$ cat config.mk
export PLATFORM = sky130hd
export DESIGN_NAME = ipsa_top
export DESIGN_NICKNAME = d
export VERILOG_FILES = /design/src/inc/ipsa_pkg.sv /design/src/logic/ipsa_arbiter.sv /design/src/logic/ipsa_top.sv
export VERILOG_INCLUDE_DIRS = /design/src /design/src/inc
export SDC_FILE = /design/constraint.sdc
export NUM_CORES = 1
export LEC_CHECK = 0
export BUFFER_PORTS_ARGS = -buffer_cell sky130_fd_sc_hd__buf_2
export CORE_ASPECT_RATIO = 1.1
export CORE_UTILIZATION = 35
export DETAILED_ROUTE_END_ITERATION = 6
export SLEW_MARGIN = 30
export SYNTH_ARGS = -nofsm -noshare
export SYNTH_HDL_FRONTEND = slang
export SYNTH_SLANG_ARGS = --single-unit
$ cat constraint.sdc
create_clock -name clock -period 2.35 [get_ports clock]
set_input_delay 0.3525 -clock clock [delete_from_list [all_inputs] [get_ports clock]]
set_output_delay 0.3525 -clock clock [all_outputs]
set_load 0.01 [all_outputs]
$ cat src/inc/ipsa_params.svh
// Purpose: constants of the priority-select block (offsets, fields, resets)
// Assumes: included by its bare name from the top design and testbench files
// Notes: one 32-bit aligned AXI4-Lite word per register
//
// Behaviour
// - eight-bit priority register, read and write
// - reset and hardware standby clear it
// - bit zero low level, one high
// - bit 7 sets external request 0
// - bit 6 sets external request 1
// - bit 5 shared by external requests 2, 3
// - bit 4 shared by external requests 4, 5
// - bit 3 shared by watchdog and converter
// - bit 2 sets timer16 channel 0
// - bit 1 sets timer16 channel 1
// - bit 0 sets timer16 channel 2
// - arbitrate by level, nonmaskable always above
`ifndef IPSA_PARAMS_SVH
`define IPSA_PARAMS_SVH

// ------------------------------------------------------------
// register offsets (byte addresses)
// ------------------------------------------------------------
`define IPSA_OFF_PRIO_A 8'h00
`define IPSA_OFF_STATUS 8'h04

// ------------------------------------------------------------
// reset values
// ------------------------------------------------------------
`define IPSA_PRIO_A_RST 8'h00

// ------------------------------------------------------------
// priority field positions
// ------------------------------------------------------------
`define IPSA_BIT_EXT0 7
`define IPSA_BIT_EXT1 6
`define IPSA_BIT_EXT2_3 5
`define IPSA_BIT_EXT4_5 4
`define IPSA_BIT_WDT_ADC 3
`define IPSA_BIT_T16_CH0 2
`define IPSA_BIT_T16_CH1 1
`define IPSA_BIT_T16_CH2 0

// ------------------------------------------------------------
// status register field positions
// ------------------------------------------------------------
`define IPSA_ST_ID_LSB 0
`define IPSA_ST_LEVEL 4
`define IPSA_ST_NMI 5
`define IPSA_ST_VALID 6

// ------------------------------------------------------------
// bus answers
// ------------------------------------------------------------
`define IPSA_RESP_OKAY 2'h0
`define IPSA_RESP_SLVERR 2'h2

`endif

$ cat src/inc/ipsa_pkg.sv
// Purpose: shared types of the priority-select block
// Assumes: ipsa_params.svh holds the register numbers; source and state codes are set here
// Notes: nothing is imported; users write ipsa_pkg::name
`default_nettype none
package ipsa_pkg;
    // ------------------------------------------------------------
    // maskable source indices, lowest index wins a tie
    // ------------------------------------------------------------
    typedef enum logic [3:0] {
        SRC_EXT0 = 4'h0,
        SRC_EXT1 = 4'h1,
        SRC_EXT2 = 4'h2,
        SRC_EXT3 = 4'h3,
        SRC_EXT4 = 4'h4,
        SRC_EXT5 = 4'h5,
        SRC_WDT = 4'h6,
        SRC_ADC = 4'h7,
        SRC_T16_CH0 = 4'h8,
        SRC_T16_CH1 = 4'h9,
        SRC_T16_CH2 = 4'hA
    } ipsa_src_t;

    // ------------------------------------------------------------
    // bus channel state machines, one-hot
    // ------------------------------------------------------------
    typedef enum logic [1:0] {
        WS_IDLE = 2'h1,
        WS_RESP = 2'h2
    } ipsa_wstate_t;

    typedef enum logic [1:0] {
        RS_IDLE = 2'h1,
        RS_DATA = 2'h2
    } ipsa_rstate_t;
endpackage
`default_nettype wire

$ cat src/logic/ipsa_arbiter.sv
// Purpose: picks the winning pending request from per-source levels
// Assumes: requests and levels come from logic on the same clock
// Notes: purely combinational; the caller registers the result
`timescale 1ns/1ps
`default_nettype none
module ipsa_arbiter #(
    parameter int NUM_SRC = 11
) (
    input wire logic [NUM_SRC-1:0] req,
    input wire logic [NUM_SRC-1:0] level,
    input wire logic nmi_req,
    output logic win_valid,
    output logic win_nmi,
    output logic win_level,
    output logic [3:0] win_id
);
    // requests that sit at the high level
    logic [NUM_SRC-1:0] req_hi;
    // the set arbitration draws from
    logic [NUM_SRC-1:0] pool;

    // ------------------------------------------------------------
    // split each request by its level
    // ------------------------------------------------------------
    genvar gi;
    generate
        for (gi = 0; gi < NUM_SRC; gi = gi + 1)
        begin : g_split
            assign req_hi[gi] = req[gi] & level[gi];
        end
    endgenerate

    // ------------------------------------------------------------
    // nonmaskable first, then high level, then lowest index
    // ------------------------------------------------------------
    always_comb
    begin
        pool = (|req_hi) ? req_hi : req;
        win_valid = nmi_req | (|req);
        win_nmi = nmi_req;
        win_level = |req_hi;
        win_id = 4'h0;
        // scan downward so the lowest index is left standing
        for (int i = NUM_SRC - 1; i >= 0; i--)
        begin
            if (pool[i])
            begin
                win_id = i[3:0];
            end
        end
        // the nonmaskable winner reports no maskable index
        if (nmi_req)
        begin
            win_level = 1'b0;
            win_id = 4'h0;
        end
    end
endmodule
`default_nettype wire

$ cat src/logic/ipsa_top.sv
// Purpose: priority-select register with AXI4-Lite access and arbitration
// Assumes: requests come from logic on this clock; standby is a pin
// Notes: clk_en low freezes every flip-flop
//
// Design decisions made here: the placing of the registers and the AXI4-Lite slave port.
`include "ipsa_params.svh"
`timescale 1ns/1ps
`default_nettype none
module ipsa_top #(
    parameter int ADDR_W = 8,
    parameter int NUM_SRC = 11
) (
    input wire logic clock,
    input wire logic rst_n,
    input wire logic clk_en,
    input wire logic hw_standby,
    input wire logic [NUM_SRC-1:0] src_req,
    input wire logic nmi_req,
    input wire logic [ADDR_W-1:0] s_axi_awaddr,
    input wire logic s_axi_awvalid,
    output logic s_axi_awready,
    input wire logic [31:0] s_axi_wdata,
    input wire logic [3:0] s_axi_wstrb,
    input wire logic s_axi_wvalid,
    output logic s_axi_wready,
    output logic [1:0] s_axi_bresp,
    output logic s_axi_bvalid,
    input wire logic s_axi_bready,
    input wire logic [ADDR_W-1:0] s_axi_araddr,
    input wire logic s_axi_arvalid,
    output logic s_axi_arready,
    output logic [31:0] s_axi_rdata,
    output logic [1:0] s_axi_rresp,
    output logic s_axi_rvalid,
    input wire logic s_axi_rready,
    output logic [NUM_SRC-1:0] src_level,
    output logic win_valid,
    output logic win_nmi,
    output logic win_level,
    output logic [3:0] win_id
);
    // ------------------------------------------------------------
    // declarations
    // ------------------------------------------------------------
    logic stby_meta_r; // first synchroniser stage
    logic stby_sync_r; // synchronised standby level
    logic [7:0] priority_select_a_reg_r; // the priority register
    logic [7:0] prio_nxt;
    ipsa_pkg::ipsa_wstate_t wst_r, wst_nxt; // write channel state
    logic aw_got_r, aw_got_nxt; // address captured
    logic w_got_r, w_got_nxt; // data captured
    logic [ADDR_W-1:0] waddr_r, waddr_nxt;
    logic [31:0] wdata_r, wdata_nxt;
    logic [3:0] wstrb_r, wstrb_nxt;
    logic awready_r, awready_nxt;
    logic wready_r, wready_nxt;
    logic bvalid_r, bvalid_nxt;
    logic [1:0] bresp_r, bresp_nxt;
    logic do_write; // both halves present, commit now
    ipsa_pkg::ipsa_rstate_t rst_r, rst_nxt; // read channel state
    logic arready_r, arready_nxt;
    logic rvalid_r, rvalid_nxt;
    logic [31:0] rdata_r, rdata_nxt;
    logic [1:0] rresp_r, rresp_nxt;
    logic [NUM_SRC-1:0] level_map; // per-source level from the register
    logic [NUM_SRC-1:0] level_r;
    logic a_valid, a_nmi, a_level; // arbiter answer
    logic [3:0] a_id;
    logic win_valid_r, win_nmi_r, win_level_r;
    logic [3:0] win_id_r;
    logic [31:0] status_word;

    // ------------------------------------------------------------
    // standby pin synchroniser
    // ------------------------------------------------------------
    always_ff @(posedge clock or negedge rst_n)
    begin
        if (!rst_n)
        begin
            stby_meta_r <= 1'b0;
            stby_sync_r <= 1'b0;
        end
        else if (clk_en)
        begin
            stby_meta_r <= hw_standby;
            stby_sync_r <= stby_meta_r;
        end
    end

    // ------------------------------------------------------------
    // write channel: address and data in either order
    // ------------------------------------------------------------
    always_comb
    begin
        wst_nxt = wst_r;
        aw_got_nxt = aw_got_r;
        w_got_nxt = w_got_r;
        waddr_nxt = waddr_r;
        wdata_nxt = wdata_r;
        wstrb_nxt = wstrb_r;
        bvalid_nxt = bvalid_r;
        bresp_nxt = bresp_r;
        awready_nxt = 1'b0;
        wready_nxt = 1'b0;
        do_write = 1'b0;
        case (wst_r)
            ipsa_pkg::WS_IDLE:
            begin
                // capture address half
                if (s_axi_awvalid && awready_r)
                begin
                    aw_got_nxt = 1'b1;
                    waddr_nxt = s_axi_awaddr;
                end
                // capture data half
                if (s_axi_wvalid && wready_r)
                begin
                    w_got_nxt = 1'b1;
                    wdata_nxt = s_axi_wdata;
                    wstrb_nxt = s_axi_wstrb;
                end
                // commit once both are held
                if (aw_got_r && w_got_r)
                begin
                    do_write = 1'b1;
                    aw_got_nxt = 1'b0;
                    w_got_nxt = 1'b0;
                    bvalid_nxt = 1'b1;
                    wst_nxt = ipsa_pkg::WS_RESP;
                    if (waddr_r == `IPSA_OFF_PRIO_A ||
                        waddr_r == `IPSA_OFF_STATUS)
                    begin
                        bresp_nxt = `IPSA_RESP_OKAY;
                    end
                    else
                    begin
                        bresp_nxt = `IPSA_RESP_SLVERR;
                    end
                end
                else
                begin
                    awready_nxt = !aw_got_nxt;
                    wready_nxt = !w_got_nxt;
                end
            end
            ipsa_pkg::WS_RESP:
            begin
                // hold the answer until the master takes it
                if (s_axi_bready)
                begin
                    bvalid_nxt = 1'b0;
                    awready_nxt = 1'b1;
                    wready_nxt = 1'b1;
                    wst_nxt = ipsa_pkg::WS_IDLE;
                end
            end
            default:
            begin
                wst_nxt = ipsa_pkg::WS_IDLE;
                bvalid_nxt = 1'b0;
            end
        endcase
    end

    always_ff @(posedge clock or negedge rst_n)
    begin
        if (!rst_n)
        begin
            wst_r <= ipsa_pkg::WS_IDLE;
            aw_got_r <= 1'b0;
            w_got_r <= 1'b0;
            waddr_r <= '0;
            wdata_r <= 32'h0000_0000;
            wstrb_r <= 4'h0;
            awready_r <= 1'b0;
            wready_r <= 1'b0;
            bvalid_r <= 1'b0;
            bresp_r <= `IPSA_RESP_OKAY;
        end
        else if (clk_en)
        begin
            wst_r <= wst_nxt;
            aw_got_r <= aw_got_nxt;
            w_got_r <= w_got_nxt;
            waddr_r <= waddr_nxt;
            wdata_r <= wdata_nxt;
            wstrb_r <= wstrb_nxt;
            awready_r <= awready_nxt;
            wready_r <= wready_nxt;
            bvalid_r <= bvalid_nxt;
            bresp_r <= bresp_nxt;
        end
    end

    // ------------------------------------------------------------
    // priority register: standby clear beats a write
    // ------------------------------------------------------------
    always_comb
    begin
        prio_nxt = priority_select_a_reg_r;
        if (stby_sync_r)
        begin
            prio_nxt = `IPSA_PRIO_A_RST;
        end
        else if (do_write && waddr_r == `IPSA_OFF_PRIO_A && wstrb_r[0])
        begin
            prio_nxt = wdata_r[7:0];
        end
    end

    always_ff @(posedge clock or negedge rst_n)
    begin
        if (!rst_n)
        begin
            priority_select_a_reg_r <= `IPSA_PRIO_A_RST;
        end
        else if (clk_en)
        begin
            priority_select_a_reg_r <= prio_nxt;
        end
    end

    // ------------------------------------------------------------
    // read channel
    // ------------------------------------------------------------
    always_comb
    begin
        status_word = 32'h0000_0000;
        status_word[`IPSA_ST_ID_LSB +: 4] = win_id_r;
        status_word[`IPSA_ST_LEVEL] = win_level_r;
        status_word[`IPSA_ST_NMI] = win_nmi_r;
        status_word[`IPSA_ST_VALID] = win_valid_r;
        rst_nxt = rst_r;
        arready_nxt = 1'b0;
        rvalid_nxt = rvalid_r;
        rdata_nxt = rdata_r;
        rresp_nxt = rresp_r;
        case (rst_r)
            ipsa_pkg::RS_IDLE:
            begin
                arready_nxt = 1'b1;
                if (s_axi_arvalid && arready_r)
                begin
                    arready_nxt = 1'b0;
                    rvalid_nxt = 1'b1;
                    rst_nxt = ipsa_pkg::RS_DATA;
                    rresp_nxt = `IPSA_RESP_OKAY;
                    // address decode
                    if (s_axi_araddr == `IPSA_OFF_PRIO_A)
                    begin
                        rdata_nxt = {24'h00_0000, priority_select_a_reg_r};
                    end
                    else if (s_axi_araddr == `IPSA_OFF_STATUS)
                    begin
                        rdata_nxt = status_word;
                    end
                    else
                    begin
                        rdata_nxt = 32'h0000_0000;
                        rresp_nxt = `IPSA_RESP_SLVERR;
                    end
                end
            end
            ipsa_pkg::RS_DATA:
            begin
                // hold data until taken
                if (s_axi_rready)
                begin
                    rvalid_nxt = 1'b0;
                    arready_nxt = 1'b1;
                    rst_nxt = ipsa_pkg::RS_IDLE;
                end
            end
            default:
            begin
                rst_nxt = ipsa_pkg::RS_IDLE;
                rvalid_nxt = 1'b0;
            end
        endcase
    end

    always_ff @(posedge clock or negedge rst_n)
    begin
        if (!rst_n)
        begin
            rst_r <= ipsa_pkg::RS_IDLE;
            arready_r <= 1'b0;
            rvalid_r <= 1'b0;
            rdata_r <= 32'h0000_0000;
            rresp_r <= `IPSA_RESP_OKAY;
        end
        else if (clk_en)
        begin
            rst_r <= rst_nxt;
            arready_r <= arready_nxt;
            rvalid_r <= rvalid_nxt;
            rdata_r <= rdata_nxt;
            rresp_r <= rresp_nxt;
        end
    end

    // ------------------------------------------------------------
    // per-source level map; requests pass through untouched
    // ------------------------------------------------------------
    assign level_map = {
        priority_select_a_reg_r[`IPSA_BIT_T16_CH2],
        priority_select_a_reg_r[`IPSA_BIT_T16_CH1],
        priority_select_a_reg_r[`IPSA_BIT_T16_CH0],
        priority_select_a_reg_r[`IPSA_BIT_WDT_ADC],
        priority_select_a_reg_r[`IPSA_BIT_WDT_ADC],
        priority_select_a_reg_r[`IPSA_BIT_EXT4_5],
        priority_select_a_reg_r[`IPSA_BIT_EXT4_5],
        priority_select_a_reg_r[`IPSA_BIT_EXT2_3],
        priority_select_a_reg_r[`IPSA_BIT_EXT2_3],
        priority_select_a_reg_r[`IPSA_BIT_EXT1],
        priority_select_a_reg_r[`IPSA_BIT_EXT0]
    };

    ipsa_arbiter #(
        .NUM_SRC(NUM_SRC)
    ) u_arb (
        .req(src_req),
        .level(level_map),
        .nmi_req(nmi_req),
        .win_valid(a_valid),
        .win_nmi(a_nmi),
        .win_level(a_level),
        .win_id(a_id)
    );

    // ------------------------------------------------------------
    // registered arbitration outputs
    // ------------------------------------------------------------
    always_ff @(posedge clock or negedge rst_n)
    begin
        if (!rst_n)
        begin
            level_r <= '0;
            win_valid_r <= 1'b0;
            win_nmi_r <= 1'b0;
            win_level_r <= 1'b0;
            win_id_r <= 4'h0;
        end
        else if (clk_en)
        begin
            level_r <= level_map;
            win_valid_r <= a_valid;
            win_nmi_r <= a_nmi;
            win_level_r <= a_level;
            win_id_r <= a_id;
        end
    end

    assign s_axi_awready = awready_r;
    assign s_axi_wready = wready_r;
    assign s_axi_bvalid = bvalid_r;
    assign s_axi_bresp = bresp_r;
    assign s_axi_arready = arready_r;
    assign s_axi_rvalid = rvalid_r;
    assign s_axi_rdata = rdata_r;
    assign s_axi_rresp = rresp_r;
    assign src_level = level_r;
    assign win_valid = win_valid_r;
    assign win_nmi = win_nmi_r;
    assign win_level = win_level_r;
    assign win_id = win_id_r;
endmodule
`default_nettype wire

-- Word-level counts from Yosys, hierarchy flattened
Index checks and enable logic that the tools add are counted.
- bitwise operators: 12
- equality and inequality tests: 10
- reductions and logical operators: 22
- muxes and demuxes: 49
- operators by type and width (cell ; number):
    2-to-1 mux 4 bit ; 12
    2-to-1 mux 8 bit ; 3
    OR reduction 11 bit ; 2
    2-to-1 mux 1 bit ; 18
    AND reduction 3 bit ; 6
    == test 8 x 3 -> 1 bit (second input constant) ; 2
    zero test 8 bit ; 2
    2-to-1 mux 2 bit ; 7
    bitwise AND 1 bit ; 11
    2-to-1 mux 11 bit ; 1
    case mux 1 bit (2 select lines) ; 5
    inequality test 2 bit (second input constant) ; 4
    case mux 2 bit (2 select lines) ; 2
    2-to-1 mux 7 bit ; 1
    logical AND 1 bit ; 6
    == test 2 x 1 -> 1 bit (second input constant) ; 2
    == test 2 bit (second input constant) ; 2
    AND reduction 2 bit ; 2
    zero test 1 bit ; 2
    nonzero test 2 bit ; 1
    logical OR 1 bit ; 1
    bitwise OR 1 bit ; 1
- flip-flop bits (word level): 92
- logic and storage cells: 116
- input port bits: 73
- output and inout bits: 59

-- Logic depth before layout (Yosys ltp)
- depth in word-level cells: 15
- mapped depth: 9
- depth with buffers taken out: 7

-- Cells and area by module
From an unflattened synthesis, not the netlist that was laid out.
- cells, all modules: 278
- area total of the unflattened synthesis: 3258.1 µm²
- by module, submodules not included (module ; area each (µm²) ; seq. area each (µm²) ; instances ; cells an instance):
    ipsa_top ; 2825.2 ; 1529.0 ; 1 ; 218
    ipsa_arbiter ; 432.9 ; 0.0 ; 1 ; 60

-- Worst setup path before layout
Ideal clock, no wire load.
- path kind: flip-flop to flip-flop
- from: register wst_r[0]
- to: register priority_select_a_reg_r[7]
- setup time: 0.074 ns
- data arrival time: 1.624 ns
- cell stages (with the launch flop): 9
- period minus slack after synthesis: 1.698 ns
- slack: 0.652 ns
- buffers on the path: 2
- data required time: 2.276 ns
- cells stage by stage: dfstp_2 ha_1 buf_2 nand4_1 nor3b_1 a22o_4 buf_12 nand3b_2 o21ai_2
- cells in the longest elaborated chain, start to end: 6
- RTL lines (item ; line ; text):
    from (decl) ; ipsa_top.sv:49 ; ipsa_pkg::ipsa_wstate_t wst_r, wst_nxt;
    from (signal assigned) ; ipsa_top.sv:169 ; wst_r <= ipsa_pkg::WS_IDLE;
    from (signal assigned) ; ipsa_top.sv:182 ; wst_r <= wst_nxt;
    == test 2 x 1 -> 1 bit ; ipsa_top.sv:106 ; case (wst_r)
    2-to-1 mux 1 bit ; ipsa_top.sv:106 ;
    logical AND 1 bit (no source line) ; -- ;
    logical AND 1 bit ; ipsa_top.sv:205 ; else if (do_write && waddr_r == `IPSA_OFF_PRIO_A && wstrb_r[0])
    nonzero test 2 bit (no source line) ; -- ;
    AND reduction 2 bit (no source line) ; -- ;
    to (signal assigned) ; ipsa_top.sv:215 ; priority_select_a_reg_r <= `IPSA_PRIO_A_RST;
    to (signal assigned) ; ipsa_top.sv:219 ; priority_select_a_reg_r <= prio_nxt;
    to (decl) ; ipsa_top.sv:47 ; logic [7:0] priority_select_a_reg_r;
No other way between the ends.
A chain may end at the register's enable or synchronous reset.

-- Worst setup path in the final report
- from: register wst_r[0]
- to: register wdata_r[7]
- cells in the longest elaborated chain, start to end: 2
- RTL lines (item ; line ; text):
    == test 2 x 1 -> 1 bit ; ipsa_top.sv:106 ;
    AND reduction 3 bit (no source line) ; -- ;
    to (signal assigned) ; ipsa_top.sv:186 ; wdata_r <= wdata_nxt;
    to (decl) ; ipsa_top.sv:53 ; logic [31:0] wdata_r, wdata_nxt;
No other way between the ends.

==> flow_summary.toml <==
[outcome]
run_status = "completed"

[worst_setup_path]
crit_chain = "ha_1 -> nand4_1 -> mux2_2"
r2r_start = "wst_r[0]$_DFFE_PN1P_"
crit_path_end_kind = "flip-flop"
crit_path_start_kind = "flip-flop"
rr_endpoint = "wdata_r[7]$_DFFE_PN0P_"
required_ns = 2.57
crit_fanout = 10
worstRegToRegCells = 3
reg2reg_setup_slack_ns = 0.43
crit_type = "flip-flop to flip-flop"
worstPathArrival_ns = 2.14
critPathMaxStageDelay_ns = 0.53
worst_path_max_delay_cell = "dfstp_2"

[clock_tree]
htree_levels = 3
cts_tree = "done"
cts_hold_buf = 0
clock_latency_ns = 0.33
ctsResizeCount = 0
ctsRootBufferMaster = "clkbuf_8"
cts_inserted_buffers = 9
cts_buffer_depth = 2
clk_pin_slew_ns = 0.07
cts.sinks = 61
cts_setup_buffers = 0

[timing]
fin_setup_tns_ns = 0
tightest_slew_ns = 0.770
hold_slack_ns = 0.156
rsz0062_at_grt = "no"
max_slew_margin_pct = 48.7
max_freq_ghz = 0.521
finalSetupViolations = 0
hold_viol_final = 0
clock-skew-final_ns = 0.00809
final-max-slew-violation-count = 0
layout_min_cycle_time_ns = 1.92
fin_crit_sh_pct = 81.7

[yosys]
synthMuxAreaShare_pct = 12.9
synth_top_family_by_area = "compound AO/OA/AOI/OAI gates"
synth-async-reset-ratio_pct = 100
syn_avg_cell_area_um2 = 11.1
synthAdderAreaFrac_pct = 1.58
synth_flop_cell = "dfrtp_1"
synth_xor_area_share_pct = 0
synth.ff_latch_count = 61
yosysWarnings = 0
yosysMostFrequentCell = "dfrtp_1"
synth_compound_area_share_pct = 13.5
synth_top_area_cell = "dfrtp_1"
netlist_instances = 286
yosysTopAreaCellShare_pct = 46.7
netlist_area_um2 = 3160
synthTopCellsByCount = "59 x dfrtp_1, 29 x buf_4, 28 x mux2_2"
synth.area.top_cells = "dfrtp_1 47%, mux2_2 10%, buf_4 6.9%, o21ai_0 3.8%, mux2i_1 2.5%"
yosys.area_share.simple_pct = 13.2
yosysSeqAreaShare_pct = 48.3
synth-edff-count = 0
synthDistinctLibCells = 55

[placed_design]
dp_cells = 473
dp_hpwl_mm = 5.05
io_buffers = 78
routabilityCongestion = 0.886

[routing]
drtIter0Drc = 60
viasPerCell = 4.74
dr.pass1.iters = 6
vias = 2319
drt-total-wl_mm = 6.73
routedWlPerCell_um = 13.8
drc_errors = 0
antenna_left = 0

[floorplanning]
ios = 132
initial_core_util_pct = 35.8
rows = 36
die_h_um = 102
core_area_um2 = 8830
die_area_um2 = 9430
die_w_um = 92.7

[layout]
layout-drive-gt1-share_pct = 37.9
area_growth_pct = 18.7
instances_no_fill = 489
regArea_um2 = 1530
diodes = 0
multi_input_area_um2 = 1400
final_nets = 447
fillCellCount = 886

[power_and_ir_drop]
power.density_nw_per_um2 = 1060
vdd_drop_max_mv = 0.339
p_leak_nw = 1.86

[global_routing]
grt_pass1_vias = 2268
grt_first_pass_wirelength_mm = 10.9
grt_antenna_before_repair = 0
grt_max_degree = 62
grt_usage_pct = 15.4
overflow = 0

[worst_hold_path]
hp-class = "primary input to asynchronous set/reset pin"

[run]
drv_cap = 0
## where the power goes
| group | leakage [nW] | internal (mW) | total (mW) | switching [mW] |
|---|---|---|---|---|
| Combinational | 0.986 | 0.659 | 1.36 | 0.704 |
| Clock | 0.0923 | 0.487 | 0.903 | 0.416 |
| Sequential | 0.780 | 1.41 | 1.72 | 0.311 |
| Total | 1.86 | 2.56 | 3.99 | 1.43 |
## final cells by class
type / count / area share, %
inverters: 19 / 1.90
clock inverters: 6 / 1.70
repair buffers: 82 / 11.2
clock buffers: 10 / 3.40
multi-input cells: 197 / 37.3
well taps: 114 / 3.80
flip-flops and latches: 61 / 40.7
## worst max path at each step
stage | from | to | slack (ns) | cells past startpoint
2_1_floorplan | wst_r[0]$_DFFE_PN1P_ | priority_select_a_reg_r[7]$_DFFE_PN0P_ | 0.65 | 8
3_3_place_gp | wst_r[0]$_DFFE_PN1P_ | wstrb_r[0]$_DFFE_PN0P_ | 0.46 | 3
3_5_place_dp | wst_r[0]$_DFFE_PN1P_ | wdata_r[7]$_DFFE_PN0P_ | 0.43 | 3
4_1_cts | wst_r[0]$_DFFE_PN1P_ | wdata_r[7]$_DFFE_PN0P_ | 0.41 | 3
5_1_grt | wst_r[0]$_DFFE_PN1P_ | priority_select_a_reg_r[5]$_DFFE_PN0P_ | 0.23 | 6
6_report | wst_r[0]$_DFFE_PN1P_ | wdata_r[7]$_DFFE_PN0P_ | 0.43 | 3
## metrics by stage
stage	instance area (um2)	utilization, %	setup WS, ns	power [mW]
6_report	3760	42.5	0.430	3.99
5_1_grt	3760	42.5	0.229	4.28
4_1_cts	3760	42.5	0.413	4.03
3_5_place_dp	3560	40.4	0.428	3.11
3_3_place_gp	3560	40.4	0.464	3.06
2_1_floorplan	3260	-	0.652	2.69
## metal layers
| layer | wire (um) | global-route usage, % |
|---|---|---|
| met3 | 303 | 4.50 |
| met5 | 0 | 0 |
| met1 | 3100 | 19.0 |
| met4 | 144 | 6.86 |
| met2 | 3180 | 25.1 |
## cells in the final DEF (no fill, tap or decap), drive strengths merged, types with 2 or more instances in the layout
cell,n
buf,82
inv,18
nand3b,9
o2bb2ai,3
clkinvlp,2
a21boi,3
a22o,2
o21ai,28
a32oi,2
a21oi,5
nand4,6
nor2,11
nand2b,3
nand2,20
nor3,4
clkinv,4
clkbuf,10
nand3,2
nor4,2
o221ai,2
o22ai,3
o22a,3
a22oi,5
mux2,29
nor2b,3
dfstp,2
dfrtp,59
nor3b,2
mux2i,8
conb,26
ha,4
## flip-flops by register name, summed over array words and instances (netlist names), 2 cells and up
name                     cells
wdata_r                      8
s_axi_rdata                  8
priority_select_a_reg_r      8
waddr_r                      8
rst_r                        2
src_level                    8
win_id                       4
## worst max-delay path, delay by kind of cell (launching register included)
family / cells / cell delay [ns]
DFF: 1 / 0.53
and+or+nand+nor: 1 / 0.51
muxes: 1 / 0.46
adders and majority gates: 1 / 0.30
## kinds of logic after synthesis
group,after synthesis
AO/OA/AOI/OAI,61
adder cells (fa/ha/maj),4
flip-flops,61
AND/OR/NAND/NOR,69
buffers and inverters,53
multiplexers,37
other,1
No activity file was read; power rests on OpenSTA's default activity.
